**src/fdrs_map.svh**
```systemverilog
// Register offsets, field positions, reset values and counts for the rate select block.
`ifndef FDRS_MAP_SVH
`define FDRS_MAP_SVH
`define FDRS_IDX_INPUT_STATUS 12'h3f7
`define FDRS_IDX_RESULT_ZERO 12'h3f0
`define FDRS_IDX_INT_STATUS 12'h3f1
`define FDRS_IDX_INT_MASK 12'h3f2
`define FDRS_RATE_LSB 0
`define FDRS_PRECOMP_BIT 2
`define FDRS_CHANGED_BIT 7
`define FDRS_GATE_BIT_C 3
`define FDRS_RATE_RESET 2'h2
`define FDRS_RATE_500K 2'h0
`define FDRS_RATE_1M 2'h3
`define FDRS_B_ONES 4'hf
`define FDRS_MODE_A_HIZ 7'h7f
`define FDRS_INT_FAULT 0
`define FDRS_INT_SEEK 1
`define FDRS_INT_RESULT 2
`define FDRS_INT_WIDTH 3
`define FDRS_RECAL_STEPS 7'h50
`endif

```
**src/fdrs_pkg.sv**
```systemverilog
// Types shared by the rate select block and its status byte encoder.
package fdrs_pkg;
   typedef enum logic [2:0] {
      FDRS_MODE_A = 3'h1,
      FDRS_MODE_B = 3'h2,
      FDRS_MODE_C = 3'h4
   } fdrs_mode_type;

   typedef struct packed {
      logic [1:0] termination_code;
      logic positioning_done;
      logic head;
      logic [1:0] unit_number;
   } fdrs_result_type;

   typedef struct packed {
      logic [1:0] termination_code;
      logic positioning_done;
      logic equipment_fault;
      logic unused_zero;
      logic head;
      logic [1:0] unit_number;
   } fdrs_status0_type;
endpackage : fdrs_pkg

```
**src/fdrs_top.sv**
```systemverilog
// Rate select, input status and status byte zero registers behind an APB slave.
`timescale 1ns/1ps
`include "fdrs_map.svh"
module fdrs_top import fdrs_pkg::*; (
   // Clock and reset.
   input wire logic clk,
   input wire logic resetn,
   input wire logic soft_reset,
   // APB slave.
   input wire logic psel,
   input wire logic penable,
   input wire logic pwrite,
   input wire logic [31:0] paddr,
   input wire logic [31:0] pwdata,
   output logic [31:0] prdata,
   output logic pready,
   output logic pslverr,
   // Lane enables of the host data bus, low while driven.
   output logic [7:0] bus_oe_n,
   // Configuration and drive side.
   input wire fdrs_mode_type mode_select,
   input wire logic media_changed,
   input wire logic transfer_engine_gate,
   output logic media_density_pin,
   output logic [1:0] rate_choice,
   // Command engine side.
   input wire logic recal_active,
   input wire logic step_pulse,
   input wire logic track_zero_pin,
   input wire logic relseek_past_zero,
   input wire logic result_strobe,
   input wire fdrs_result_type result_info,
   // Interrupt.
   output logic irq
);
   logic setup;
   logic wr_done;
   logic hit_status;
   logic hit_result;
   logic hit_int_status;
   logic hit_int_mask;
   logic mapped;
   logic precomp_off_flag;
   logic low_density_flag;
   logic [7:0] input_status;
   logic [7:0] next_oe_n;
   logic [31:0] next_prdata;
   logic [`FDRS_INT_WIDTH-1:0] int_status;
   logic [`FDRS_INT_WIDTH-1:0] int_mask;
   logic [`FDRS_INT_WIDTH-1:0] int_events;
   logic [`FDRS_INT_WIDTH-1:0] next_int_status;
   fdrs_status0_type status_zero;
   logic fault_event;
   logic seek_event;
   logic result_event;

   fdrs_status0 u_status0 (
      .clk(clk),
      .resetn(resetn),
      .soft_reset(soft_reset),
      .recal_active(recal_active),
      .step_pulse(step_pulse),
      .track_zero_pin(track_zero_pin),
      .relseek_past_zero(relseek_past_zero),
      .result_strobe(result_strobe),
      .result_info(result_info),
      .status_zero(status_zero),
      .fault_event(fault_event)
   );

   // Address decode; the upper address bits must be zero for a hit.
   assign setup = psel && !penable;
   assign wr_done = psel && penable && pready && pwrite;

   always_comb begin
      hit_status = 1'b0;
      hit_result = 1'b0;
      hit_int_status = 1'b0;
      hit_int_mask = 1'b0;
      if (paddr[31:14] != 18'h0_0000 || paddr[1:0] != 2'h0) begin
         hit_status = 1'b0;
      end else if (paddr[13:2] == `FDRS_IDX_INPUT_STATUS) begin
         hit_status = 1'b1;
      end else if (paddr[13:2] == `FDRS_IDX_RESULT_ZERO) begin
         hit_result = 1'b1;
      end else if (paddr[13:2] == `FDRS_IDX_INT_STATUS) begin
         hit_int_status = 1'b1;
      end else if (paddr[13:2] == `FDRS_IDX_INT_MASK) begin
         hit_int_mask = 1'b1;
      end
   end

   assign mapped = hit_status || hit_result || hit_int_status || hit_int_mask;

   // One wait-free access phase: ready follows every setup cycle.
   always_ff @(posedge clk) begin
      if (!resetn) begin
         pready <= 1'b0;
         pslverr <= 1'b0;
      end else begin
         pready <= setup;
         pslverr <= setup && !mapped;
      end
   end

   // Rate choice only answers a hardware reset.
   always_ff @(posedge clk) begin
      if (!resetn) begin
         rate_choice <= `FDRS_RATE_RESET;
      end else if (wr_done && hit_status) begin
         rate_choice <= pwdata[`FDRS_RATE_LSB +: 2];
      end
   end

   // The flag has no effect on the write path; it is kept only to be read back.
   always_ff @(posedge clk) begin
      if (!resetn) begin
         precomp_off_flag <= 1'b0;
      end else if (wr_done && hit_status && mode_select == FDRS_MODE_C) begin
         precomp_off_flag <= pwdata[`FDRS_PRECOMP_BIT];
      end
   end

   // The density pin is refreshed from rate writes only, so it stays high until one.
   always_ff @(posedge clk) begin
      if (!resetn) begin
         media_density_pin <= 1'b1;
      end else if (wr_done && hit_status) begin
         media_density_pin <= pwdata[`FDRS_RATE_LSB +: 2] == `FDRS_RATE_500K ||
                              pwdata[`FDRS_RATE_LSB +: 2] == `FDRS_RATE_1M;
      end
   end

   assign low_density_flag = !(rate_choice == `FDRS_RATE_500K ||
                               rate_choice == `FDRS_RATE_1M);

   // Read layout per mode.
   always_comb begin
      input_status = 8'h00;
      next_oe_n = 8'hff;
      input_status[`FDRS_CHANGED_BIT] = !media_changed;
      case (mode_select)
         FDRS_MODE_B: begin
            input_status[0] = low_density_flag;
            input_status[2:1] = rate_choice;
            input_status[6:3] = `FDRS_B_ONES;
            next_oe_n = 8'h00;
         end
         FDRS_MODE_C: begin
            input_status[1:0] = rate_choice;
            input_status[`FDRS_PRECOMP_BIT] = precomp_off_flag;
            input_status[`FDRS_GATE_BIT_C] = transfer_engine_gate;
            next_oe_n = 8'h00;
         end
         default: begin
            next_oe_n = {1'b0, `FDRS_MODE_A_HIZ};
         end
      endcase
   end

   always_comb begin
      next_prdata = 32'h0000_0000;
      if (hit_status) begin
         next_prdata = {24'h00_0000, input_status};
      end else if (hit_result) begin
         next_prdata = {24'h00_0000, status_zero};
      end else if (hit_int_status) begin
         next_prdata = {29'h0000_0000, int_status};
      end else if (hit_int_mask) begin
         next_prdata = {29'h0000_0000, int_mask};
      end
   end

   // Lanes are released at the access edge, so they never outlive the transfer on the bus.
   always_ff @(posedge clk) begin
      if (!resetn) begin
         prdata <= 32'h0000_0000;
         bus_oe_n <= 8'hff;
      end else if (setup && !pwrite) begin
         prdata <= next_prdata;
         bus_oe_n <= hit_status ? next_oe_n : 8'h00;
      end else if (setup) begin
         prdata <= 32'h0000_0000;
         bus_oe_n <= 8'hff;
      end else begin
         bus_oe_n <= 8'hff;
      end
   end

   // Interrupt events; a set in the same cycle as its clear wins.
   assign seek_event = result_strobe && result_info.positioning_done;
   assign result_event = result_strobe;
   always_comb begin
      int_events = '0;
      int_events[`FDRS_INT_FAULT] = fault_event;
      int_events[`FDRS_INT_SEEK] = seek_event;
      int_events[`FDRS_INT_RESULT] = result_event;
      next_int_status = int_status;
      if (wr_done && hit_int_status) begin
         next_int_status = int_status & ~pwdata[`FDRS_INT_WIDTH-1:0];
      end
      next_int_status = next_int_status | int_events;
   end

   always_ff @(posedge clk) begin
      if (!resetn || soft_reset) begin
         int_status <= '0;
      end else begin
         int_status <= next_int_status;
      end
   end

   always_ff @(posedge clk) begin
      if (!resetn) begin
         int_mask <= '0;
      end else if (wr_done && hit_int_mask) begin
         int_mask <= pwdata[`FDRS_INT_WIDTH-1:0];
      end
   end

   always_ff @(posedge clk) begin
      if (!resetn) begin
         irq <= 1'b0;
      end else begin
         irq <= |(int_status & int_mask);
      end
   end
endmodule : fdrs_top

```
**src/fdrs_status0.sv**
```systemverilog
// Status byte zero encoder with the recalibrate step watchdog.
`timescale 1ns/1ps
`include "fdrs_map.svh"
module fdrs_status0 import fdrs_pkg::*; (
   // Clock and reset.
   input wire logic clk,
   input wire logic resetn,
   input wire logic soft_reset,
   // Positioning activity.
   input wire logic recal_active,
   input wire logic step_pulse,
   input wire logic track_zero_pin,
   input wire logic relseek_past_zero,
   // Result capture.
   input wire logic result_strobe,
   input wire fdrs_result_type result_info,
   output fdrs_status0_type status_zero,
   output logic fault_event
);
   logic [6:0] step_count;
   logic fault_flag;
   logic fault_now;

   // The watchdog fires once, on the step that reaches the limit without track zero.
   assign fault_now = (recal_active && step_pulse && !track_zero_pin &&
                       step_count == `FDRS_RECAL_STEPS - 7'h01) || relseek_past_zero;

   always_ff @(posedge clk) begin
      if (!resetn || soft_reset || !recal_active) begin
         step_count <= 7'h00;
      end else if (step_pulse && step_count != `FDRS_RECAL_STEPS) begin
         step_count <= step_count + 7'h01;
      end
   end

   // A fault arriving with the capture is kept for the byte being captured.
   always_ff @(posedge clk) begin
      if (!resetn || soft_reset) begin
         fault_flag <= 1'b0;
      end else if (result_strobe) begin
         fault_flag <= 1'b0;
      end else if (fault_now) begin
         fault_flag <= 1'b1;
      end
   end

   always_ff @(posedge clk) begin
      if (!resetn) begin
         fault_event <= 1'b0;
      end else begin
         fault_event <= fault_now;
      end
   end

   always_ff @(posedge clk) begin
      if (!resetn || soft_reset) begin
         status_zero <= '0;
      end else if (result_strobe) begin
         status_zero.termination_code <= result_info.termination_code;
         status_zero.positioning_done <= result_info.positioning_done;
         status_zero.equipment_fault <= fault_flag || fault_now;
         status_zero.unused_zero <= 1'b0;
         status_zero.head <= result_info.head;
         status_zero.unit_number <= result_info.unit_number;
      end
   end
endmodule : fdrs_status0

```
**config.mk**
```make
export PLATFORM = sky130hd
export DESIGN_NAME = fdrs_top
export DESIGN_NICKNAME = d
export VERILOG_FILES = /design/src/fdrs_pkg.sv /design/src/fdrs_top.sv /design/src/fdrs_status0.sv
export VERILOG_INCLUDE_DIRS = /design/src
export SDC_FILE = /design/constraint.sdc
export NUM_CORES = 1
export LEC_CHECK = 0
export ABC_AREA = 1
export BUFFER_PORTS_ARGS = -buffer_cell sky130_fd_sc_hd__buf_2
export CAP_MARGIN = 20
export CORE_MARGIN = 8
export CORE_UTILIZATION = 35
export DETAILED_ROUTE_END_ITERATION = 8
export PLACE_DENSITY = 0.65
export SLEW_MARGIN = 15
export SYNTH_ARGS = -nofsm -noshare
export SYNTH_HDL_FRONTEND = slang
export SYNTH_HIERARCHICAL = 1
export SYNTH_SLANG_ARGS = --single-unit
```
**constraint.sdc**
```tcl
create_clock -name clk -period 1.6 [get_ports clk]
set_clock_uncertainty 0.2 [all_clocks]
set_input_delay 0.08 -clock clk [delete_from_list [all_inputs] [get_ports clk]]
set_output_delay 0.08 -clock clk [all_outputs]
set_load 0.01 [all_outputs]
```
==> out/results.txt, run 1 <==
Filler Cells Inserted: 660
Worst hold path class: in -> reg
Cells after synthesis: 338
DRC viols: 0
Hpwl dp: 4670 µm
Crit. End Element: register
Sequential share of power: 50.1%
Worst slack, placed: -21.6 ps
Die Wd: 96.8 µm
Leakage Power: 1.55 nW
Synth Area per Inst: 6.77 µm²
Initial DRC Count: 58
Distinct cells, synth: 38
Combinational share of power: 13.4%
IO Port Bufs: 78
Final GP Congestion: 0.822
Initial antenna violation count: 0
Final Worst Setup Slack: 38.0 ps
GRT Overall Usage: 12.4%
First-pass GRT wire length: 10100 µm
Fmax: 0.640 GHz
Worst EP required: 1580 ps
CTS tree: built
Worst-skew pair later-pin latency: 290 ps
Routing usage on met3: 4.62%
Outcome: complete, no violations
CTS H-tree lvls: 2
# IOs: 132
Met1 Usage GRT: 13.2%
First-pass iteration count of the detailed router: 4
Vias: 2346
Num rows: 29
WHS Path Cells: 5
Clk pwr share: 36.5%
Slew Limit Fails: 0
Crit path launch type: primary input
Vias per inst: 4.52
Drt wl/cell: 11.4 µm
Final Hold Vio Count: 0
Congestion Overflow GR: 0
Synth warn: 6
Final worst-path cycle share: 97.6%
Maximum VDD drop: 404 µV
Final WL: 5890 µm
Cts bufs inserted: 5
Cell Int Power: 0.00151 W
RSZ-0062 raised after global routing: no
Worst Reg-to-Reg Cells: 4
Die ar.: 0.00938 mm²
Global Route met2 Usage: 22.2%
Number of post-CTS setup repair buffers: 0
Critical path data arrival time: 1540 ps
Non-Filler Instances: 519
Mapped Area: 0.00229 mm²
Nets@finish: 529
Root buf cell: clkbuf_8
Slowest stage delay, CP: 570 ps
Max Cap Viol: 0
Area growth, synth to finish: 30.7%
Setup violators final: 0
Antenna Cells: 0
PwrDens: 664 mW/mm²
Layout cells sized above 1: 26.5%
GR peak layer: met2
Initial Util: 36.0%
Psw: 0.000479 W
Tmin final: 1560 ps
Crit-path max FO: 8
CTS Buffer Depth: 2
Setup CP Type: in -> reg
Post-synthesis register bit count: 39
Die Ht: 96.8 µm
Vias in the first global route: 2306
Placed cells: 488
Sink Count: 39
Net Sw Frac: 24.1%
Core ar.: 0.00635 mm²
Clock slew at the register clock pins of the worst setup and hold paths: 70 ps
CP max stage cell: dlygate4sd3_1
Routed Antenna Nets: 0
Util after Layout: 47.1%
Seq/Total Area, Yosys: 34.1%
Crit-path cells: dlygate4sd3_1, buf_4, inv_2, nor2_1, dlygate4sd3_1, nor2_1
Largest net degree at the start of global routing: 15
Worst R2R Setup Slack: 140 ps
flip-flops by register name, indices dropped and copies added (netlist names):
name	count
pready	1
bus_oe_n	2
int_status	3
rate_choice	2
pslverr	1
u_status0/fault_flag	1
precomp_off_flag	1
prdata	8
u_status0/status_zero	7
media_density_pin	1
u_status0/step_count	7
u_status0/fault_event	1
irq	1
int_mask	3
cell usage in the layout, fill, tap and decap left out, types with 2 or more instances in the layout:
master,n
nor2_1,42
o22ai_1,2
buf_4,8
o211ai_1,4
a22o_1,2
conb_1,25
ha_1,2
nor2_2,4
nand3_1,16
clkinv_2,2
inv_2,5
a21oi_1,20
o21ai_1,6
o21ai_0,14
nand3b_1,3
inv_1,37
buf_2,77
dlygate4sd3_1,23
clkbuf_8,7
dfxtp_1,38
nand4_1,4
nand2_1,74
nor3_1,5
nand2_2,5
worst paths after layout:
path	startpoint	to
worst max-delay path	result_strobe	u_status0/status_zero[0]$_SDFFE_PP0P_
worst min-delay path	penable	pready$_SDFF_PN0_
worst max register to register	u_status0/step_count[1]$_SDFFE_PP0P_	u_status0/step_count[4]$_SDFFE_PP0P_
worst min register to register	u_status0/fault_event$_SDFF_PN0_	int_status[0]$_SDFF_PP0_
through the flow:
step / TNS (ps) / total power [W] / cell area, µm² / hold WS (ps)
finish: 0 / 0.00199 / 2990 / 30.7
global route: 0 / 0.00210 / 2990 / 48.9
CTS: 0 / 0.00200 / 2980 / 25.8
detailed placement: -21.6 / 0.00123 / 2650 / 99.6
global placement: 0 / 0.00123 / 2650 / 91.6
floorplan: 0 / 0.00118 / 2370 / -13.6
per-layer routing:
layer  vias to the layer above  share of wire [%]
li1                       1221                  -
met1                      1050                 41
met2                        67                 51
met3                         8                7.5
met4                         0                1.0
met5                         -                  0
logic make-up (layout without fill, tap and decap cells):
kind of cell	Yosys count	in the layout	share of synthesized area (%)
DFF	39	39	34.1
other	2	25	0.328
AOI/OAI and AO/OA	50	50	12.1
adders and majority gates	2	2	1.09
buffers and inverters	80	161	18.8
and+or+nand+nor	164	164	33.2
xor gates and xnor gates	1	1	0.383
synthesized netlist by cell type, drive strengths merged:
library cell	count	share of area (%)
nand2	80	14
nor2	48	9.2
inv	42	6.9
dfxtp	39	34
buf	33	11
a21oi	20	4.4
o21ai	20	4.4
nand3	18	4.7
nand4	5	1.6
nor3	5	1.1
o211ai	4	1.3
clkinv	3	0.60
nand3b	3	0.98
a22o	2	0.77
clkbuf	2	0.33
conb	2	0.33
ha	2	1.1
o22ai	2	0.55
or2	2	0.55
and2	1	0.27
nor2b	1	0.38
nor4	1	0.27
o311ai	1	0.38
o31ai	1	0.33
xor2	1	0.38
worst max-delay path: cells and delay by family:
family | cells | cell delay, ps
buf+inv | 4 | 1320
simple gates | 2 | 150
final cells by class:
class	count	area [µm²]	share of cell area [%]
Clock buffer	8	100	3.35
Timing Repair Buffer	108	676	22.6
Sequential cell	39	782	26.2
Multi-Input combinational cell	242	1160	39.0
Tap cell	77	96.3	3.22
Inverter	45	171	5.73
repair_timing:
item	4_1_cts	5_1_grt
endpoints found under the setup margin	0	3
hold endpoints to repair	30	0
resized for setup	0	4
hold buffers	23	0
power groups by stage:
| stage | combinational (W) | clock (W) | sequential (W) |
|---|---|---|---|
| final | 0.000265 | 0.000725 | 0.000995 |
| after global placement | 0.000214 | 0 | 0.00102 |
| after detailed placement | 0.000217 | 0 | 0.00102 |
| after CTS | 0.000261 | 0.000746 | 0.000995 |
| after floorplan | 0.000159 | 0 | 0.00102 |
| after global routing | 0.000297 | 0.000802 | 0.000997 |
(Power assumes the default switching activity.)
==> run 2, diff against run 1 <==
CORE_UTILIZATION = 44   (was 35)
PLACE_DENSITY = 0.79   (was 0.65)
SLEW_MARGIN = not set   (was 15)
==> out/results.txt, run 2 (synthesis results as in run 1) <==
Die ar.: 0.00776 mm² (-17%)
Vias in the first global route: 2270 (-1.6%)
Hpwl dp: 4520 µm (-3.3%)
CTS H-tree lvls: 2 (unchanged)
Initial DRC Count: 133 (+130%)
Maximum VDD drop: 578 µV (+43%)
Num rows: 26 (-10%)
Crit-path max FO: 8 (unchanged)
Setup CP Type: in -> reg
Vias per inst: 4.54 (+0.49%)
Tmin final: 1550 ps (-11.1 ps)
Setup violators final: 0 (unchanged)
Final WL: 5880 µm (-0.25%)
RSZ-0062 raised after global routing: no
First-pass GRT wire length: 9580 µm (-5.1%)
Initial Util: 45.1% (+9.0 points)
Area growth, synth to finish: 33.7%
Leakage Power: 1.59 nW (+2.4%)
Layout cells sized above 1: 26.8% (+0.32 points)
IO Port Bufs: 78 (unchanged)
Area of placed instances: 0.00265 mm² (about the same)
Finished Cell Area: 0.00306 mm² (+2.3%)
Total power draw: 0.00211 W (+6.3%)
Congestion Overflow GR: 0 (unchanged)
Worst hold path class: in -> reg
Worst EP required: 1590 ps (about the same)
Final Hold Vio Count: 0 (unchanged)
Critical path data arrival time: 1540 ps (about the same)
Max Cap Viol: 0 (unchanged)
Slew Limit Fails: 0 (unchanged)
DRC viols: 0 (unchanged)
# IOs: 132 (unchanged)
Fmax: 0.645 GHz (+0.72%)
Largest Register: prdata
Util after Layout: 60.3% (+13 points)
Worst slack, placed: 20.4 ps (+42.1 ps)
Initial antenna violation count: 0 (unchanged)
Antenna Cells: 0 (unchanged)
Crit. End Element: register
Nets@finish: 535 (+1.1%)
Final worst-path cycle share: 96.9% (-0.70 points)
Cts bufs inserted: 5 (unchanged)
Sink Count: 39 (unchanged)
Die Wd: 88.1 µm (-9.0%)
First-pass iteration count of the detailed router: 4 (unchanged)
Die Ht: 88.1 µm (-9.0%)
CTS Buffer Depth: 2 (unchanged)
Final Worst Setup Slack: 49.1 ps (+11.1 ps)
CTS tree: built
Core ar.: 0.00507 mm² (-20%)
Commonest non-fill, non-tap cell in the layout: buf_2
Outcome: complete, no violations
Final GP Congestion: 0.883 (+7.4%)
Worst-skew pair later-pin latency: 290 ps (about the same)
GRT Overall Usage: 15.3% (+2.9 points)
Worst hold start: resetn
Vias: 2353 (+0.30%)
Max FFs per register: 8 (unchanged)
Drt wl/cell: 11.3 µm (about the same)
Clock slew at the register clock pins of the worst setup and hold paths: 80 ps (about the same)
Setup TNS: 0 ps (unchanged)
Crit path launch type: primary input
PwrDens: 690 mW/mm² (+3.9%)
Reg-to-reg startpoint: u_status0/step_count[0]$_SDFFE_PP0P_
Commonest non-fill, non-tap cells in the layout: buf_2 (77), nand2_1 (74), nor2_1 (42)
Crit path launch: result_strobe
Largest net degree at the start of global routing: 14 (-1)
Routed Antenna Nets: 0 (unchanged)
Root buf cell: clkbuf_8
Top Registers: prdata x8, u_status0/status_zero x7, u_status0/step_count x7
## run 2: path summary, 6_finish.rpt
check,cells after the start,end,slack [ps]
max,6,u_status0/status_zero[5]$_SDFFE_PP0P_,50
min reg2reg,2,int_status[0]$_SDFF_PP0_,240
min,3,rate_choice[1]$_SDFFE_PN1P_,10
max reg2reg,5,u_status0/step_count[6]$_SDFFE_PP0P_,110
## run 2: per-stage QoR
stage,hold slack [ps],std cells
floorplan,-13.6,361
global placement,92.6,482
detailed placement,97.9,482
CTS,0.0384,517
global route,0.730,518
finish,9.74,518
## run 2: layout make-up
type,instances,area (µm²)
fillers,479,2020
multi-input cells,242,1170
flip-flops and latches,39,781
repair buffers,114,731
inverters,45,174
well taps,70,87.6
clock buffers,6,82.6
clock inverters,2,35.0
## run 2: repair_timing
action / 4_1_cts / 5_1_grt
endpoints found under the setup margin: 0 / 8
buffers inserted: 0 / 1
hold endpoints to repair: 30 / 0
gates resized for setup: 0 / 6
hold buffers: 27 / 0
## run 2: power breakdown
group / internal, W / switching, W
sequential: 0.000986 / 0.00000958
combinational: 0.000133 / 0.000142
clock: 0.000504 / 0.000335
total: 0.00162 / 0.000487
## run 2: critical path: stages
cell	delay, ps
dlygate4sd3_1	540
buf_4	160
inv_4	50
nor2_1	80
dlygate4sd3_1	570
nor2_1	50
## run 2: routing by layer
| metal | vias up | share of wire (%) | track usage [%] |
|---|---|---|---|
| li1 | 1230 | - | - |
| met3 | 10 | 9.0 | 4.69 |
| met1 | 1040 | 40 | 16.6 |
| met5 | - | 0 | 0 |
| met2 | 73 | 50 | 27.6 |
| met4 | 0 | 1.4 | 4.92 |
